<file path="src/pkg/qenc_pkg.sv">
package qenc_pkg;

   // ----------------------------------------------------------------
   // Modes and feature configuration
   // ----------------------------------------------------------------
   typedef enum logic {MODE_QUAD, MODE_UPDN} mode_t;
   typedef enum logic [1:0] {EVAL_X1, EVAL_X2, EVAL_X4} eval_t;

   // Diff bits: [0] track A, [1] track B, [2] track C complementary
   typedef struct packed {
      mode_t mode;
      eval_t eval;
      logic period_en;
      logic [2:0] diff;
   } feature_t;

   localparam feature_t FEATURE_RST = '{mode: MODE_QUAD, eval: EVAL_X4, period_en: 1'b0, diff: 3'h7};

   // ----------------------------------------------------------------
   // Control and status byte fields
   // ----------------------------------------------------------------
   localparam int CTL_ZERO_ARM = 0;
   localparam int CTL_EXT_ARM = 1;
   localparam int CTL_SET = 2;
   localparam int CTL_ACK = 3;

   localparam int STS_ZERO_LAT = 0;
   localparam int STS_EXT_LAT = 1;
   localparam int STS_SET_DONE = 2;
   localparam int STS_OVF = 3;
   localparam int STS_UNF = 4;
   localparam int STS_ENC_STAT = 5;
   localparam int STS_GATED = 6;

   // ----------------------------------------------------------------
   // Process images, control/status byte at lowest offset
   // ----------------------------------------------------------------
   typedef struct packed {
      logic [15:0] rsvd_word;
      logic [7:0] rsvd_byte;
      logic [15:0] count_word;
      logic [7:0] control;
   } out_image_t;

   typedef struct packed {
      logic [15:0] latch_word;
      logic [7:0] period_extra_byte;
      logic [15:0] count_word;
      logic [7:0] status;
   } in_image_t;

   typedef struct packed {
      logic trk_a;
      logic trk_b;
      logic trk_c;
      logic enc_status;
      logic gate;
      logic ext_latch;
      logic run;
   } led_t;

   // ----------------------------------------------------------------
   // Timing
   // ----------------------------------------------------------------
   localparam int CLK_PERIOD_NS = 25;
   localparam int CLK_HZ = 40_000_000;
   localparam int PERIOD_RES_NS = 200;
   localparam int PERIOD_TICK_CYC = PERIOD_RES_NS / CLK_PERIOD_NS;
   localparam int RUN_TIMEOUT_MS = 100;
   localparam int RUN_TIMEOUT_CYC = RUN_TIMEOUT_MS * (CLK_HZ / 1000);

endpackage

</file>
<file path="src/core/quadrature_encoder_counter.sv">
// Functional notes
// (RQ1) 16-bit position counter from quadrature decoder; host reads it and loads it.
// (RQ2) 1x, 2x or 4x evaluation; each track single-ended or complementary.
// (RQ3) Reset default: quadrature mode, 4x, all three tracks complementary.
// (RQ4) Encoder mode treats B as the phase-shifted companion of A.
// (RQ5) Zero pulse on C latches the counter only while zero arm is set.
// (RQ6) External latch rising edge latches the counter while external arm is set.
// (RQ7) No counting while external gate input is high.
// (RQ8) Up/down mode counts A rising edges; B low up, B high down.
// (RQ9) Up/down mode: C low enables counting, C high disables.
// (RQ10) Period mode measures A rising-to-rising time in 200 ns units.
// (RQ11) Overflow past maximum and underflow past zero are reported.
// (RQ12) Run indicator off after 100 ms without process data exchange.
// (RQ13) Six bytes each way; control/status byte at lowest offset.
// (RQ14) First word holds counter (read and set); last word holds latch.
// (RQ15) Period mode returns period over extra byte plus latch word.
// (RQ16) Operating mode chosen through the feature configuration.
// (RQ17) Indicators mirror A, B, C, status input, gate and external latch.
// (RQ18) Quadrature: up when A leads B, down when B leads; wraps mod 2^16.
// (RQ19) Encoder inputs pass two flip-flops before edge detection.
`timescale 1ns/1ps

module quadrature_encoder_counter #(
   parameter int RUN_TIMEOUT = qenc_pkg::RUN_TIMEOUT_CYC,
   parameter int PERIOD_W = 24
) (
   input wire logic CLK,
   input wire logic RST,
   input wire logic ENC_A,
   input wire logic ENC_A_N,
   input wire logic ENC_B,
   input wire logic ENC_B_N,
   input wire logic ENC_C,
   input wire logic ENC_C_N,
   input wire logic EXT_LATCH,
   input wire logic EXT_GATE,
   input wire logic ENC_STATUS,
   input wire logic PD_WR,
   input wire qenc_pkg::out_image_t PD_OUT,
   output qenc_pkg::in_image_t PD_IN,
   input wire logic FEAT_WR,
   input wire qenc_pkg::feature_t FEAT_IN,
   output qenc_pkg::feature_t FEAT_OUT,
   output qenc_pkg::led_t LED
);

   // ----------------------------------------------------------------
   // Input synchronisers
   // ----------------------------------------------------------------
   localparam int NSYNC = 9;
   logic [NSYNC-1:0] pins;
   logic [NSYNC-1:0] sync1_r, sync2_r;

   assign pins = {ENC_STATUS, EXT_GATE, EXT_LATCH, ENC_C_N, ENC_C, ENC_B_N, ENC_B, ENC_A_N, ENC_A};

   // Two stages on every pin; only stage two is read by logic
   always_ff @(posedge CLK or posedge RST) begin
      if (RST) begin
         sync1_r <= '0;
         sync2_r <= '0;
      end else begin
         sync1_r <= pins; // RQ19
         sync2_r <= sync1_r; // RQ19
      end
   end

   // ----------------------------------------------------------------
   // Feature configuration
   // ----------------------------------------------------------------
   qenc_pkg::feature_t feat_r, feat_nxt;

   // Written by the host, reset to the delivery defaults
   always_comb begin
      feat_nxt = feat_r;
      if (FEAT_WR) begin
         feat_nxt = FEAT_IN; // RQ16 RQ2
      end
   end

   always_ff @(posedge CLK or posedge RST) begin
      if (RST) begin
         feat_r <= qenc_pkg::FEATURE_RST; // RQ3
      end else begin
         feat_r <= feat_nxt;
      end
   end

   assign FEAT_OUT = feat_r;

   // ----------------------------------------------------------------
   // Track interpretation and edge detection
   // ----------------------------------------------------------------
   // Complementary: a track is high only when the pair disagrees that way,
   // so a broken wire or common-mode glitch reads as low, not as a pulse.
   function automatic logic track(input logic p, input logic n, input logic diff);
      track = diff ? (p & ~n) : p;
   endfunction

   logic trk_a, trk_b, trk_c, ext_latch, gate;
   logic prev_a_r, prev_b_r, prev_c_r, prev_l_r;

   assign trk_a = track(sync2_r[0], sync2_r[1], feat_r.diff[0]); // RQ2
   assign trk_b = track(sync2_r[2], sync2_r[3], feat_r.diff[1]); // RQ2
   assign trk_c = track(sync2_r[4], sync2_r[5], feat_r.diff[2]); // RQ2
   assign ext_latch = sync2_r[6];
   assign gate = sync2_r[7];

   // Previous levels for edge detection
   always_ff @(posedge CLK or posedge RST) begin
      if (RST) begin
         prev_a_r <= 1'b0;
         prev_b_r <= 1'b0;
         prev_c_r <= 1'b0;
         prev_l_r <= 1'b0;
      end else begin
         prev_a_r <= trk_a;
         prev_b_r <= trk_b;
         prev_c_r <= trk_c;
         prev_l_r <= ext_latch;
      end
   end

   logic a_rise, a_fall, b_rise, b_fall, c_rise, l_rise;

   assign a_rise = trk_a & ~prev_a_r;
   assign a_fall = ~trk_a & prev_a_r;
   assign b_rise = trk_b & ~prev_b_r;
   assign b_fall = ~trk_b & prev_b_r;
   assign c_rise = trk_c & ~prev_c_r;
   assign l_rise = ext_latch & ~prev_l_r;

   // ----------------------------------------------------------------
   // Step decode
   // ----------------------------------------------------------------
   logic step, up;

   // In quadrature mode, simultaneous A and B edges are an illegal jump and are ignored
   always_comb begin
      step = 1'b0;
      up = 1'b0;
      if (feat_r.mode == qenc_pkg::MODE_UPDN) begin
         step = a_rise & ~trk_c; // RQ8 RQ9
         up = ~trk_b; // RQ8
      end else if (!((a_rise | a_fall) && (b_rise | b_fall))) begin
         unique case (feat_r.eval)
            qenc_pkg::EVAL_X1: begin
               // Only rising A in forward, falling A in reverse: one count per cycle
               step = (a_rise & ~trk_b) | (a_fall & ~trk_b);
               up = a_rise;
            end
            qenc_pkg::EVAL_X2: begin
               step = a_rise | a_fall; // RQ4
               up = a_rise ? ~trk_b : trk_b; // RQ18
            end
            qenc_pkg::EVAL_X4: begin
               step = a_rise | a_fall | b_rise | b_fall; // RQ4
               up = (a_rise & ~trk_b) | (a_fall & trk_b) | (b_rise & trk_a) | (b_fall & ~trk_a); // RQ18
            end
            default: ; // Code 3 is illegal: no counting
         endcase
      end
      if (gate) begin
         step = 1'b0; // RQ7
      end
   end

   // ----------------------------------------------------------------
   // Counter, latch and flags
   // ----------------------------------------------------------------
   logic [15:0] count_r, count_nxt, latch_r, latch_nxt;
   logic [7:0] ctrl_r, ctrl_nxt;
   logic zlat_r, zlat_nxt, elat_r, elat_nxt, setd_r, setd_nxt;
   logic ovf_r, ovf_nxt, unf_r, unf_nxt, ack;

   assign ack = PD_WR & PD_OUT.control[qenc_pkg::CTL_ACK];

   // Host set wins over a step in the same cycle; flag sets win over ack
   always_comb begin
      count_nxt = count_r;
      latch_nxt = latch_r;
      ctrl_nxt = ctrl_r;
      zlat_nxt = zlat_r & ~ack;
      elat_nxt = elat_r & ~ack;
      setd_nxt = setd_r & ~ack;
      ovf_nxt = ovf_r & ~ack;
      unf_nxt = unf_r & ~ack;
      if (PD_WR) begin
         ctrl_nxt = PD_OUT.control;
      end
      if (PD_WR && PD_OUT.control[qenc_pkg::CTL_SET]) begin
         count_nxt = PD_OUT.count_word; // RQ1 RQ14
         setd_nxt = 1'b1;
      end else if (step) begin
         count_nxt = up ? 16'(count_r + 16'h0001) : 16'(count_r - 16'h0001); // RQ1 RQ18
         if (up && count_r == 16'hFFFF) begin
            ovf_nxt = 1'b1; // RQ11
         end
         if (!up && count_r == 16'h0000) begin
            unf_nxt = 1'b1; // RQ11
         end
      end
      if (c_rise && ctrl_r[qenc_pkg::CTL_ZERO_ARM]) begin
         latch_nxt = count_r; // RQ5
         zlat_nxt = 1'b1;
      end else if (l_rise && ctrl_r[qenc_pkg::CTL_EXT_ARM]) begin
         latch_nxt = count_r; // RQ6
         elat_nxt = 1'b1;
      end
   end

   always_ff @(posedge CLK or posedge RST) begin
      if (RST) begin
         count_r <= 16'h0000;
         latch_r <= 16'h0000;
         ctrl_r <= 8'h00;
         zlat_r <= 1'b0;
         elat_r <= 1'b0;
         setd_r <= 1'b0;
         ovf_r <= 1'b0;
         unf_r <= 1'b0;
      end else begin
         count_r <= count_nxt;
         latch_r <= latch_nxt;
         ctrl_r <= ctrl_nxt;
         zlat_r <= zlat_nxt;
         elat_r <= elat_nxt;
         setd_r <= setd_nxt;
         ovf_r <= ovf_nxt;
         unf_r <= unf_nxt;
      end
   end

   // ----------------------------------------------------------------
   // Period measurement
   // ----------------------------------------------------------------
   localparam logic [3:0] TICK_LAST = 4'(qenc_pkg::PERIOD_TICK_CYC - 1);
   logic [3:0] pre_r, pre_nxt;
   logic [PERIOD_W-1:0] pcnt_r, pcnt_nxt, period_r, period_nxt;

   // Saturates instead of wrapping, so an over-range period reads as maximum once A rises again
   always_comb begin
      pre_nxt = (pre_r == TICK_LAST) ? 4'h0 : 4'(pre_r + 4'h1);
      pcnt_nxt = pcnt_r;
      period_nxt = period_r;
      if (pre_r == TICK_LAST && pcnt_r != '1) begin
         pcnt_nxt = PERIOD_W'(pcnt_r + 1'b1); // RQ10
      end
      // Capture takes a tick landing on the same edge, else a whole tick is lost
      if (a_rise) begin
         period_nxt = pcnt_nxt; // RQ10
         pcnt_nxt = '0;
         pre_nxt = 4'h0;
      end
   end

   always_ff @(posedge CLK or posedge RST) begin
      if (RST) begin
         pre_r <= 4'h0;
         pcnt_r <= '0;
         period_r <= '0;
      end else begin
         pre_r <= pre_nxt;
         pcnt_r <= pcnt_nxt;
         period_r <= period_nxt;
      end
   end

   // ----------------------------------------------------------------
   // Run watchdog
   // ----------------------------------------------------------------
   localparam int RUN_W = $clog2(RUN_TIMEOUT + 1);
   logic [RUN_W-1:0] run_cnt_r, run_cnt_nxt;

   // Restarted by every exchange; saturates at the timeout
   always_comb begin
      run_cnt_nxt = run_cnt_r;
      if (PD_WR) begin
         run_cnt_nxt = '0; // RQ12
      end else if (run_cnt_r != RUN_W'(RUN_TIMEOUT)) begin
         run_cnt_nxt = RUN_W'(run_cnt_r + 1'b1);
      end
   end

   // Starts expired so the indicator stays dark until the first exchange
   always_ff @(posedge CLK or posedge RST) begin
      if (RST) begin
         run_cnt_r <= RUN_W'(RUN_TIMEOUT);
      end else begin
         run_cnt_r <= run_cnt_nxt;
      end
   end

   // ----------------------------------------------------------------
   // Input image and indicators
   // ----------------------------------------------------------------
   qenc_pkg::in_image_t img_r, img_nxt;
   qenc_pkg::led_t led_r, led_nxt;

   always_comb begin
      img_nxt.status = 8'h00; // RQ13
      img_nxt.status[qenc_pkg::STS_ZERO_LAT] = zlat_r;
      img_nxt.status[qenc_pkg::STS_EXT_LAT] = elat_r;
      img_nxt.status[qenc_pkg::STS_SET_DONE] = setd_r;
      img_nxt.status[qenc_pkg::STS_OVF] = ovf_r; // RQ11
      img_nxt.status[qenc_pkg::STS_UNF] = unf_r; // RQ11
      img_nxt.status[qenc_pkg::STS_ENC_STAT] = sync2_r[8];
      img_nxt.status[qenc_pkg::STS_GATED] = gate;
      img_nxt.count_word = count_r; // RQ14
      if (feat_r.period_en) begin
         {img_nxt.latch_word, img_nxt.period_extra_byte} = 24'(period_r); // RQ15
      end else begin
         img_nxt.latch_word = latch_r; // RQ14
         img_nxt.period_extra_byte = 8'h00;
      end
      led_nxt = '{trk_a: trk_a, trk_b: trk_b, trk_c: trk_c, enc_status: sync2_r[8],
                  gate: gate, ext_latch: ext_latch, run: run_cnt_r != RUN_W'(RUN_TIMEOUT)}; // RQ17 RQ12
   end

   always_ff @(posedge CLK or posedge RST) begin
      if (RST) begin
         img_r <= '0;
         led_r <= '0;
      end else begin
         img_r <= img_nxt;
         led_r <= led_nxt;
      end
   end

   assign PD_IN = img_r;
   assign LED = led_r;

endmodule // quadrature_encoder_counter

</file>
<file path="config.mk">
export PLATFORM = sky130hd
export DESIGN_NAME = quadrature_encoder_counter
export DESIGN_NICKNAME = d
export VERILOG_FILES = /design/src/pkg/qenc_pkg.sv /design/src/core/quadrature_encoder_counter.sv
export SDC_FILE = /design/constraint.sdc
export NUM_CORES = 1
export LEC_CHECK = 0
export ABC_CLOCK_PERIOD_IN_PS = 6300
export BUFFER_PORTS_ARGS = -buffer_cell sky130_fd_sc_hd__clkbuf_2
export CORE_ASPECT_RATIO = 0.5
export CORE_MARGIN = 10
export CORE_UTILIZATION = 40
export DETAILED_ROUTE_END_ITERATION = 8
export GPL_ROUTABILITY_DRIVEN = 0
export HOLD_SLACK_MARGIN = 0.06
export SYNTH_ARGS = -nofsm -noshare
export SYNTH_HDL_FRONTEND = slang
export SYNTH_SLANG_ARGS = --single-unit
</file>
<file path="constraint.sdc">
create_clock -name CLK -period 6.3 [get_ports CLK]
set_input_delay 0 -clock CLK [delete_from_list [all_inputs] [get_ports CLK]]
set_output_delay 0 -clock CLK [all_outputs]
set_load 0.02 [all_outputs]
</file>
======== Word-level counts from Yosys, hierarchy flattened ========
Index checks and enable logic that the tools add are counted.
operators by class
  add/subtract/negate cells ............... 5
  bitwise gates (word level) .............. 40
  multiplexer cells ....................... 33
  reduce and logical (&&, ||, !) cells .... 13
  eq/ne operators ......................... 6
operators by type and width
  cell                                                count
  two-way mux 16 bit                                  5
  two-way mux 24 bit                                  3
  two-way mux 22 bit                                  2
  adder 24 x 1 -> 24 bit, second input constant       1
  inequality test 24 bit, second input constant       1
  adder 22 x 1 -> 22 bit, second input constant       1
  inequality test 22 bit, second input constant       1
  bitwise AND 1 bit                                   21
  two-way mux 1 bit                                   19
  adder 16 x 1 -> 16 bit, second input constant       1
  == test 16 bit, second input constant               1
  zero test 16 bit                                    1
  subtractor 16 x 1 -> 16 bit, second input constant  1
  inverter 1 bit                                      11
  two-way mux 4 bit                                   2
  bitwise OR 1 bit                                    8
  logical AND 1 bit                                   7
  one-hot mux 1 bit (3 select lines)                  2
  nonzero test 2 bit                                  3
  adder 4 x 1 -> 4 bit, second input constant         1
  == test 4 x 3 -> 1 bit, second input constant       1
  == test 2 x 1 -> 1 bit, second input constant       1
  == test 2 bit, second input constant                1
  zero test 2 bit                                     1
  zero test 1 bit                                     1
word-level totals
  word-level logic and storage cells ...... 126
  output and inout bits ................... 62
  input port bits ......................... 68
  register bits after elaboration ......... 192

======== Longest topological paths before layout ========
Gate-level depths: netlist (run 1).
  word-level depth ........................ 17
  depth in mapped cells ................... 17
  depth with buffers taken out ............ 16

======== Worst setup path after synthesis (run 1) ========
Ideal clock, no wire load.
  kind .................................... register -> register
  start point ............................. register feat_r, in the netlist FEAT_OUT[0]
  end point ............................... register count_r[12]
  clock period less this slack ............ 3.471 ns
  path buffers ............................ 1
  arrival ................................. 3.341 ns
  required time ........................... 6.170 ns
  library setup time ...................... 0.130 ns
  setup slack ............................. 2.829 ns
  stages on the path, launching flop included .. 17
  cell sequence ........................... dfstp_2 a21boi_1 ha_1 ha_1 nand2_1 o21ai_0 o31ai_1 buf_4 nor2_4 xor2_1 ha_1 nor2_1 nand3b_1 or4_1 a21oi_2 xnor2_1 o21ai_1
on the way
  longest elaborated chain between the ends .. 13
  elaborated cells between the ends (all ways) .. 30
  classes of those cells .................. mux: 12; bitwise: 16; reduce/logical: 2
RTL lines
  what                                RTL line                                                              source
  start: declaration                  quadrature_encoder_counter.sv:70                                      qenc_pkg::feature_t feat_r, feat_nxt;
  start signal: assignment            quadrature_encoder_counter.sv:82                                      feat_r <= qenc_pkg::FEATURE_RST;
  start signal: assignment            quadrature_encoder_counter.sv:84                                      feat_r <= feat_nxt;
  two-way mux 1 bit *                 quadrature_encoder_counter.sv:96                                      track = diff ? (p & ~n) : p;
  inverter 1 bit                      quadrature_encoder_counter.sv:126, quadrature_encoder_counter.sv:157
  bitwise AND 1 bit                   quadrature_encoder_counter.sv:126                                     assign a_fall = ~trk_a & prev_a_r;
  bitwise AND 1 bit                   quadrature_encoder_counter.sv:157                                     up = (a_rise & ~trk_b) | (a_fall & trk_b) | (b_rise & trk_a) | (b_fall & ~trk_a);
  bitwise OR 1 bit (3 in series)      quadrature_encoder_counter.sv:157
  one-hot mux 1 bit (3 select lines)  quadrature_encoder_counter.sv:145                                     unique case (feat_r.eval)
  two-way mux 1 bit                   quadrature_encoder_counter.sv:144                                     end else if (!((a_rise | a_fall) && (b_rise | b_fall))) begin
  two-way mux 1 bit                   quadrature_encoder_counter.sv:141                                     if (feat_r.mode == qenc_pkg::MODE_UPDN) begin
  two-way mux 16 bit                  quadrature_encoder_counter.sv:194                                     count_nxt = up ? 16'(count_r + 16'h0001) : 16'(count_r - 16'h0001);
  two-way mux 16 bit                  quadrature_encoder_counter.sv:193                                     end else if (step) begin
  two-way mux 16 bit                  quadrature_encoder_counter.sv:190                                     if (PD_WR && PD_OUT.control[qenc_pkg::CTL_SET]) begin
  end signal: assignment              quadrature_encoder_counter.sv:222                                     count_r <= count_nxt;
  end: declaration                    quadrature_encoder_counter.sv:170                                     logic [15:0] count_r, count_nxt, latch_r, latch_nxt;
Mark *: on every way between the ends. The rest lies on a longest branch, timed or not. The select of a mux whose other input is x is not followed.
A chain may end at the register's enable or synchronous reset.

======== Worst setup path after layout (run 1) ========
  start point ............................. register sync2_r[1]
  end point ............................... register count_r[6]
on the way
  longest elaborated chain between the ends .. 15
  elaborated cells between the ends (all ways) .. 32
  classes of those cells .................. mux: 12; bitwise: 18; reduce/logical: 2
RTL lines
  what                                RTL line                                                              source
  start: declaration                  quadrature_encoder_counter.sv:52                                      logic [NSYNC-1:0] sync1_r, sync2_r;
  start signal: assignment            quadrature_encoder_counter.sv:63                                      sync2_r <= sync1_r;
  inverter 1 bit *                    quadrature_encoder_counter.sv:96
  bitwise AND 1 bit *                 quadrature_encoder_counter.sv:96
  two-way mux 1 bit *                 quadrature_encoder_counter.sv:96
  inverter 1 bit                      quadrature_encoder_counter.sv:126, quadrature_encoder_counter.sv:157
  bitwise AND 1 bit                   quadrature_encoder_counter.sv:126
  bitwise AND 1 bit                   quadrature_encoder_counter.sv:157
  bitwise OR 1 bit (3 in series)      quadrature_encoder_counter.sv:157
  one-hot mux 1 bit (3 select lines)  quadrature_encoder_counter.sv:145
  two-way mux 1 bit                   quadrature_encoder_counter.sv:144
  two-way mux 1 bit                   quadrature_encoder_counter.sv:141
  two-way mux 16 bit                  quadrature_encoder_counter.sv:194
  two-way mux 16 bit                  quadrature_encoder_counter.sv:193
  two-way mux 16 bit                  quadrature_encoder_counter.sv:190
Marked as above.

==> impl_metrics.yaml, run 1 <==
status:
  outcome: "completed"
pwr:
  total_power_mw: 3.126
  p_per_area_mw_per_mm2: 323.7
  ir_drop_mv: 0.1942
  p_leak_nw: 4.302
global_route:
  antenna_found_initial: 0
  grt_usage_pct: 13.41
  grt_pass1_wl_um: 28590
  grt_max_degree: 125
  globalRoute.totalOverflow: 0
  grt_pass1_vias: 5583
timing:
  finalWorstSetupSlack_ps: 1819
  tightestPinTransition_ps: 975.6
  rsz0062_at_grt: "no"
  fmax_mhz: 223.2
  hold_slack_ps: 78.79
  hold_violations: 0
  setup_viol: 0
  slew_headroom_pct: 34.89
  finClkSkew_ps: 16.30
  finalCritPeriodShare_pct: 71.13
  layout_min_cycle_time_ps: 4481
  setup_tns_ps: 0
  report.final.slew_viol_count: 0
die:
  row_count: 36
  coreArea_mm2: 0.01946
  ioPinCount: 130
  chipHeight_um: 119.6
  start_util_pct: 40.80
  die_w_um: 219.2
  dieArea_mm2: 0.02622
synthesis:
  ys.warnings.count: 0
  synth_top_cell_area_share_pct: 56.42
  synthTopCellsByArea: "dfrtp_1 (56%), mux2_2 (6.2%), nor2_1 (4.5%)"
  yosysTopAreaCell: "dfrtp_1"
  async_reset_ff_share_pct: 100.0
  synth-main-ff-cell: "dfrtp_1"
  syn_area_mm2: 0.007939
  ys_seq_area_share_pct: 60.06
  synth_nets: 777
  synth_seq_cells: 190
  synth_edf_count: 0
  syn_inst: 699
  synth.distinct_cells: 56
  syn-mean-instance-area_um2: 11.36
clocking:
  cts_tree: "done"
  ctsResizeCount: 0
  cts_buffer_depth: 2
  cts-buffers-inserted: 17
  cts.sinks: 190
  path_clk_slew_ps: 80
  post_cts_buffers: 0
  clkLatencyLatePin_ps: 440
  cts-hold-fix-buffers: 43
  cts_max_level: 4
  clock-root-buffer: "clkbuf_16"
layout:
  nNetsFinal: 904
  instances_no_fill: 1105
  num_antenna_cells: 0
  final_area_mm2: 0.009657
  final_core_util_pct: 49.63
  drive_gt1_share_pct: 23.84
  syn_to_final_growth_pct: 21.64
  fill_cells: 1774
job:
  maxCapViolCount: 0
placement:
  place_inst: 1030
  dpl-instance-area_mm2: 0.008617
  portBuffers: 100
  post-place-ws_ps: 1942
  dpl.hpwl_um: 11430
worst_hold_path:
  hold_class: "in2reg"
detailed_routing:
  drt_iter0_markers: 403
  ant_nets: 0
  drtPass1Iterations: 4
  routedWlPerCell_um: 15.40
  drcViolationCount: 0
  wirelength_um: 17020
  drt-vias-per-instance: 4.929
  vias: 5446
worst_setup_path:
  arrival_ps: 4810
  crit_required_ps: 6630
  startpoint_type: "flip-flop"
  worstSetupPathType: "reg2reg"
  endpoint_kind: "flip-flop"
  crit_path_max_fanout: 80
-- registers in the layout, indices dropped and copies added, names as in the netlist --
name	cells
FEAT_OUT	7
elat_r	1
count_r	16
latch_r	16
ovf_r	1
ctrl_r	2
zlat_r	1
pre_r	4
unf_r	1
setd_r	1
PD_IN	47
LED	5
sync2_r	9
sync1_r	9
pcnt_r	24
run_cnt_r	22
period_r	24
-- synthesized netlist by cell type, types with 3 or more instances --
| library cell | n |
|---|---|
| nor4_1 | 8 |
| nand4b_1 | 3 |
| and3_1 | 10 |
| nor3_1 | 16 |
| inv_1 | 14 |
| o2111ai_1 | 6 |
| and2_1 | 11 |
| xor2_1 | 22 |
| mux2i_1 | 5 |
| nand3b_1 | 3 |
| nor2_1 | 95 |
| o21ai_0 | 14 |
| o21ai_1 | 5 |
| nor2b_1 | 3 |
| nand4_1 | 10 |
| nand2_1 | 49 |
| mux2_2 | 44 |
| dfstp_2 | 11 |
| ha_1 | 10 |
| o211ai_1 | 5 |
| buf_4 | 9 |
| or4_1 | 7 |
| buf_2 | 4 |
| nand3_1 | 28 |
| dfrtp_1 | 179 |
| and4_1 | 3 |
| xnor2_1 | 32 |
| a21oi_1 | 35 |
| clkbuf_1 | 23 |
-- area by class of cell --
class	count	area [µm²]	area share (%)
well taps	266	332.8	3.446
repair buffers	146	953.4	9.873
inverters	14	60.06	0.6219
flip-flops and latches	190	4768	49.38
clock buffers	17	425.4	4.405
multi-input cells	457	2933	30.37
clock inverters	15	183.9	1.905
-- kinds of logic after synthesis --
kind of cell,after synthesis,share of synthesized area [%]
fa+ha+maj,10,1.576
mux,49,6.872
buf+inv,52,3.057
other cells,1,0.04724
flops,190,60.06
simple gates,259,15.95
compound gates,84,6.478
xor+xnor,54,5.957
-- routing by layer --
layer	track usage (%)	up-vias	share of wire, %	wire [µm]
li1	-	2659	-	-
met1	16.68	2683	45	7685
met2	22.30	83	50	8459
met3	3.210	21	3.3	564
met4	5.096	0	1.8	312
met5	0	-	0	0
-- report_power, final --
part,switching (mW),total [mW],internal [mW],leakage [nW]
combinational,0.288,0.506,0.218,1.65
sequential,0.132,1.53,1.39,2.36
clock,0.550,1.09,0.543,0.297
-- path summary, 6_finish.rpt --
kind | from | end | slack, ps | cells past startpoint
worst max register to register | sync2_r[1] | count_r[6] | 1820 | 17
max in group asynchronous | RST | sync2_r[4] | 4690 | 4
worst min-delay path | PD_WR | run_cnt_r[20] | 80 | 2
min in group asynchronous | RST | PD_IN[2] | 260 | 3
worst max-delay path | sync2_r[1] | count_r[6] | 1820 | 17
worst min register to register | sync1_r[1] | sync2_r[1] | 350 | 0
-- cell usage in the layout (no fill, tap or decap), types with 10 or more instances in the layout --
cell type | synthesis | layout
nand3_1 | 28 | 28
nand2_1 | 49 | 49
clkbuf_2 | 1 | 100
inv_1 | 14 | 13
mux2_2 | 44 | 44
xnor2_1 | 32 | 32
dfrtp_1 | 179 | 179
clkbuf_16 | 0 | 17
nor2_1 | 95 | 94
o21ai_0 | 14 | 14
dfstp_2 | 11 | 11
xor2_1 | 22 | 22
and3_1 | 10 | 10
and2_1 | 11 | 11
dlygate4sd3_1 | 0 | 43
nand4_1 | 10 | 10
nor3_1 | 16 | 16
a21oi_1 | 35 | 35
-- critical path: stages (launching register included) --
cell      delay [ps]
dfrtp_1          380
a21boi_1         270
ha_2             230
buf_4            600
ha_1             360
nand2_1           60
o21ai_0          100
o31ai_1          240
buf_4            250
nor2_4            80
xor2_1           190
ha_1             270
nand2_1          100
nor3_1           430
a21boi_0         250
o21ai_0          130
xnor2_1          170
mux2_2           270
(Power assumes the default switching activity.)
==> inputs of run 2 (changes only) <==
ABC_CLOCK_PERIOD_IN_PS = 4300   (was 6300)
clock period = 4.3 ns   (was 6.3 ns; I/O delays follow)
==> run 2 against run 1 <==
Against the previous run:
- final cell count is 0.18% higher
- critical endpoint is now count_r[12]
- register-to-register slack worse by 1400 ps
- clock skew is 5.4 ps lower
- largest cell class unchanged
- final area is 0.19% lower
- utilization is 0.096 points lower
- setup slack worse by 1400 ps
- hold slack better by 31 ps
- count of clock-buffer cells in the layout is 1 higher
- sequential share of layout area is 0.096 points higher
- critical path depth is 3 lower
==> impl_metrics.yaml, run 2 (synthesis results as in run 1) <==
status:
  outcome: "completed"
layout:
  final_cell_mix: "dfrtp_1 (179), clkbuf_2 (100), nor2_1 (95)"
  multi_input_area_mm2: 0.002930
  layout_commonest_cell: "dfrtp_1"
  regArea_mm2: 0.004768
  syn_to_final_growth_pct: 21.40
  num_antenna_cells: 0
  drive_gt1_share_pct: 23.78
  nNetsFinal: 906
  fill_cells: 1777
  largest_reg_flops: 47
timing:
  layout_min_cycle_time_ps: 3930
  rsz0062_at_grt: "no"
  finClkSkew_ps: 10.88
  setup_viol: 0
  setup_tns_ps: 0
  fmax_mhz: 254.4
  slew_headroom_pct: 32.08
  hold_slack_ps: 109.5
  tightestPinTransition_ps: 1017
  finalCritPeriodShare_pct: 91.40
  report.final.slew_viol_count: 0
  hold_violations: 0
clocking:
  clkLatencyLatePin_ps: 420
  cts_tree: "done"
  clock-root-buffer: "clkbuf_16"
  post_cts_buffers: 0
  ctsResizeCount: 0
  cts_max_level: 4
  cts-hold-fix-buffers: 43
  cts.sinks: 190
  cts_buffer_depth: 2
  path_clk_slew_ps: 70
  cts-buffers-inserted: 17
worst_setup_path:
  crit_required_ps: 4570
  endpoint_kind: "flip-flop"
  worstSetupPathType: "reg2reg"
  arrival_ps: 4200
  startpoint_type: "flip-flop"
  crit_path_max_fanout: 12
job:
  maxCapViolCount: 0
pwr:
  total_power_mw: 4.499
  p_leak_nw: 4.294
  p_per_area_mw_per_mm2: 466.8
  ir_drop_mv: 0.3258
die:
  dieArea_mm2: 0.02622
  row_count: 36
  start_util_pct: 40.80
  coreArea_mm2: 0.01946
  chipHeight_um: 119.6
  ioPinCount: 130
  die_w_um: 219.2
global_route:
  grt_usage_pct: 13.28
  grt_max_degree: 124
  grt_pass1_wl_um: 28500
  antenna_found_initial: 0
  globalRoute.totalOverflow: 0
  grt_pass1_vias: 5646
detailed_routing:
  drcViolationCount: 0
  vias: 5434
  wirelength_um: 16840
  drtPass1Iterations: 4
  drt-vias-per-instance: 4.909
  drt_iter0_markers: 352
  routedWlPerCell_um: 15.21
  ant_nets: 0
worst_hold_path:
  hold_class: "in2reg"
placement:
  dpl.hpwl_um: 11450
  portBuffers: 100
[run 2: final timing paths]
check                            start       endpoint  slack (ps)  depth (start not counted)
min in group asynchronous          RST      PD_IN[46]         350                          3
max in group asynchronous          RST  run_cnt_r[15]        2810                          4
max                        FEAT_OUT[0]    count_r[12]         370                         14
min reg2reg                 sync1_r[5]     sync2_r[5]         350                          0
max reg2reg                FEAT_OUT[0]    count_r[12]         370                         14
min                              PD_WR  run_cnt_r[20]         110                          2
[run 2: layout make-up]
type                       instances  share of cell area (%)
clock buffer                      18                   4.453
tap                              266                   3.453
sequential                       190                   49.47
clock inverter                    14                   1.454
timing repair buffer             148                   10.18
inverter                          14                  0.5842
multi-input combinational        457                   30.40
[run 2: routing by layer]
layer  global-route usage, %  routed length (µm)  vias to the layer above
met3                   2.909                 647                       12
met1                   16.48                7547                     2676
met2                   22.92                8490                       93
li1                        -                   -                     2653
met5                       0                   0                        -
met4                   3.769                 149                        0
[run 2: where the power goes]
part           total [mW]  internal, mW  leakage, nW  switching, mW
registers            2.24          2.04         2.36          0.194
logic               0.738         0.321         1.66          0.417
clock network        1.52         0.776        0.281          0.747
total                4.50          3.14         4.29           1.36
[run 2: per-stage QoR]
step | std cells | utilization, % | setup slack (ps) | area [µm²]
final | 1107 | 49.53 | 369.8 | 9638
after global routing | 1107 | 49.53 | 83.77 | 9638
after CTS | 1107 | 49.53 | 413.2 | 9638
after detailed placement | 1032 | 44.39 | 441.3 | 8638
after global placement | 1032 | 44.39 | 587.4 | 8638
after floorplan | 699 | - | 828.6 | 7943
[run 2: critical path: stages, from the launching register on]
cell and delay, ps:
dfstp_2 550, a21boi_1 110, ha_2 360, o21bai_1 130, nor3b_1 300, o21a_1 490, nor2_4 140, xor2_1 170
ha_1 260, nor2_1 210, nand3b_1 180, or4_1 520, a21oi_2 160, xnor2_1 130, o21ai_1 70
==> inputs of run 3 (changes only) <==
ABC_CLOCK_PERIOD_IN_PS = 3800   (was 4300)
clock period = 3.8 ns   (was 4.3 ns; I/O delays follow)
==> run 3 against run 2 <==
Against the previous run:
- clock skew is 5.1 ps higher
- wire length increased by 2.4%
- combinational power up 15%
- utilization grew 0.34 points
- largest cell class unchanged
==> impl_metrics.yaml, run 3 (synthesis results as in run 1) <==
clocking:
  cts.sinks: 190
  cts_buffer_depth: 2
  path_clk_slew_ps: 80
  post_cts_buffers: 0
  cts_tree: "done"
  clock-root-buffer: "clkbuf_16"
  clkLatencyLatePin_ps: 440
  cts-buffers-inserted: 17
  cts_max_level: 4
global_route:
  grt_pass1_vias: 5606
  grt_usage_pct: 13.67
  grt_pass1_wl_um: 29030
  globalRoute.totalOverflow: 0
  antenna_found_initial: 0
  grt_max_degree: 78
worst_setup_path:
  worst_path_most_repeated_cell: "ha_1"
  crit_path_max_fanout: 5
  cp_cell_sequence: "a21boi_1 > ha_2 > ha_1 > nand2_1 > o21ai_0 > o31ai_2 > nor2_4 > xor2_1 > ha_1 > nor2_1 > nand3b_1 > or4_1 > a21oi_2 > xnor2_1 > o21ai_1"
  worstSetupPathType: "reg2reg"
  slowest_delay_ps: 520
  arrival_ps: 3850
  endpoint_kind: "flip-flop"
  worst_path_max_delay_cell: "or4_1"
  crit_required_ps: 4090
  startpoint_type: "flip-flop"
timing:
  finalWorstSetupSlack_ps: 234.9
  finalCritPeriodShare_pct: 93.82
  fmax_mhz: 280.5
  setup_viol: 0
  hold_violations: 0
  slew_headroom_pct: 36.19
  tightestPinTransition_ps: 957.1
  layout_min_cycle_time_ps: 3565
  finClkSkew_ps: 15.99
  report.final.slew_viol_count: 0
layout:
  largest_reg_flops: 47
  final_cell_mix: "dfrtp_1 (179), clkbuf_2 (100), nor2_1 (95)"
  fill_cells: 1768
  regArea_mm2: 0.004768
  num_antenna_cells: 0
  final_area_mm2: 0.009704
  nNetsFinal: 911
  drive_gt1_share_pct: 24.70
  syn_to_final_growth_pct: 22.24
  multi_input_area_mm2: 0.002945
  layout_commonest_cell: "dfrtp_1"
detailed_routing:
  m1WireLength_um: 7783
  drt-vias-per-instance: 4.924
  drtPass1Iterations: 5
  wl_met3_um: 635
  wl_met2_um: 8674
  ant_nets: 0
  vias: 5476
  wirelength_um: 17240
  drcViolationCount: 0
  drt_iter0_markers: 461
  highest_layer: "met4"
  routedWlPerCell_um: 15.50
die:
  row_count: 36
  die_w_um: 219.2
  coreArea_mm2: 0.01946
  ioPinCount: 130
  start_util_pct: 40.80
  dieArea_mm2: 0.02622
  chipHeight_um: 119.6
pwr:
  p_per_area_mw_per_mm2: 533.2
  p_leak_nw: 4.321
  ir_drop_mv: 0.3585
status:
  outcome: "completed"
placement:
  dpl.hpwl_um: 11820
  post-place-ws_ps: 211.9
  dpl-instance-area_mm2: 0.008663
  portBuffers: 100
worst_hold_path:
  hold_class: "in2reg"
job:
  maxCapViolCount: 0
-- run 3: final timing paths --
| check | slack [ps] | endpoint | start | cells past startpoint |
|---|---|---|---|---|
| min in group asynchronous | 190 | PD_IN[37] | RST | 3 |
| hold reg to reg | 350 | sync2_r[7] | sync1_r[7] | 0 |
| max in group asynchronous | 2620 | run_cnt_r[8] | RST | 4 |
| setup reg to reg | 230 | count_r[12] | sync2_r[1] | 15 |
| hold / removal | 90 | run_cnt_r[20] | PD_WR | 2 |
| setup / recovery | 230 | count_r[12] | sync2_r[1] | 15 |
-- run 3: layer usage --
layer / up-vias / track usage, %
met4: 0 / 3.555
met5: - / 0
li1: 2666 / -
met3: 16 / 3.611
met2: 91 / 22.78
met1: 2703 / 17.36
-- run 3: what timing repair did --
item,CTS,global route
hold endpoints to repair,65,0
hold buffers,43,0
endpoints found under the setup margin,0,3
resized for setup,0,3
-- run 3: worst max-delay path, delay by kind of cell (launching register included) --
family	cells	cell delay (ps)
AND/OR/NAND/NOR	5	1010
AO/OA/AOI/OAI	5	970
adder cells (fa/ha/maj)	3	770
flip-flops	1	380
XOR/XNOR	2	270
-- run 3: area by class of cell --
type / instances / area share (%)
timing repair buffer: 153 / 10.37
clock inverter: 15 / 1.753
tap: 266 / 3.430
sequential: 190 / 49.14
multi-input combinational: 457 / 30.35
inverter: 14 / 0.5802
clock buffer: 17 / 4.384
-- run 3: where the power goes --
group          internal [mW]  switching (mW)
clock network          0.937           0.858
logic                  0.368           0.479
registers               2.31           0.219
total                   3.62            1.56
-- run 3: through the flow --
stage | utilization, % | power [mW] | setup TNS [ps] | std cells | hold slack, ps
floorplan | - | 3.090 | 0 | 699 | 31.43
global placement | 44.52 | 3.366 | 0 | 1037 | 105.0
detailed placement | 44.52 | 3.389 | 0 | 1037 | 107.9
CTS | 49.79 | 5.242 | 0 | 1112 | 95.67
global route | 49.87 | 5.462 | -78.25 | 1112 | 115.9
finish | 49.87 | 5.174 | 0 | 1112 | 92.43
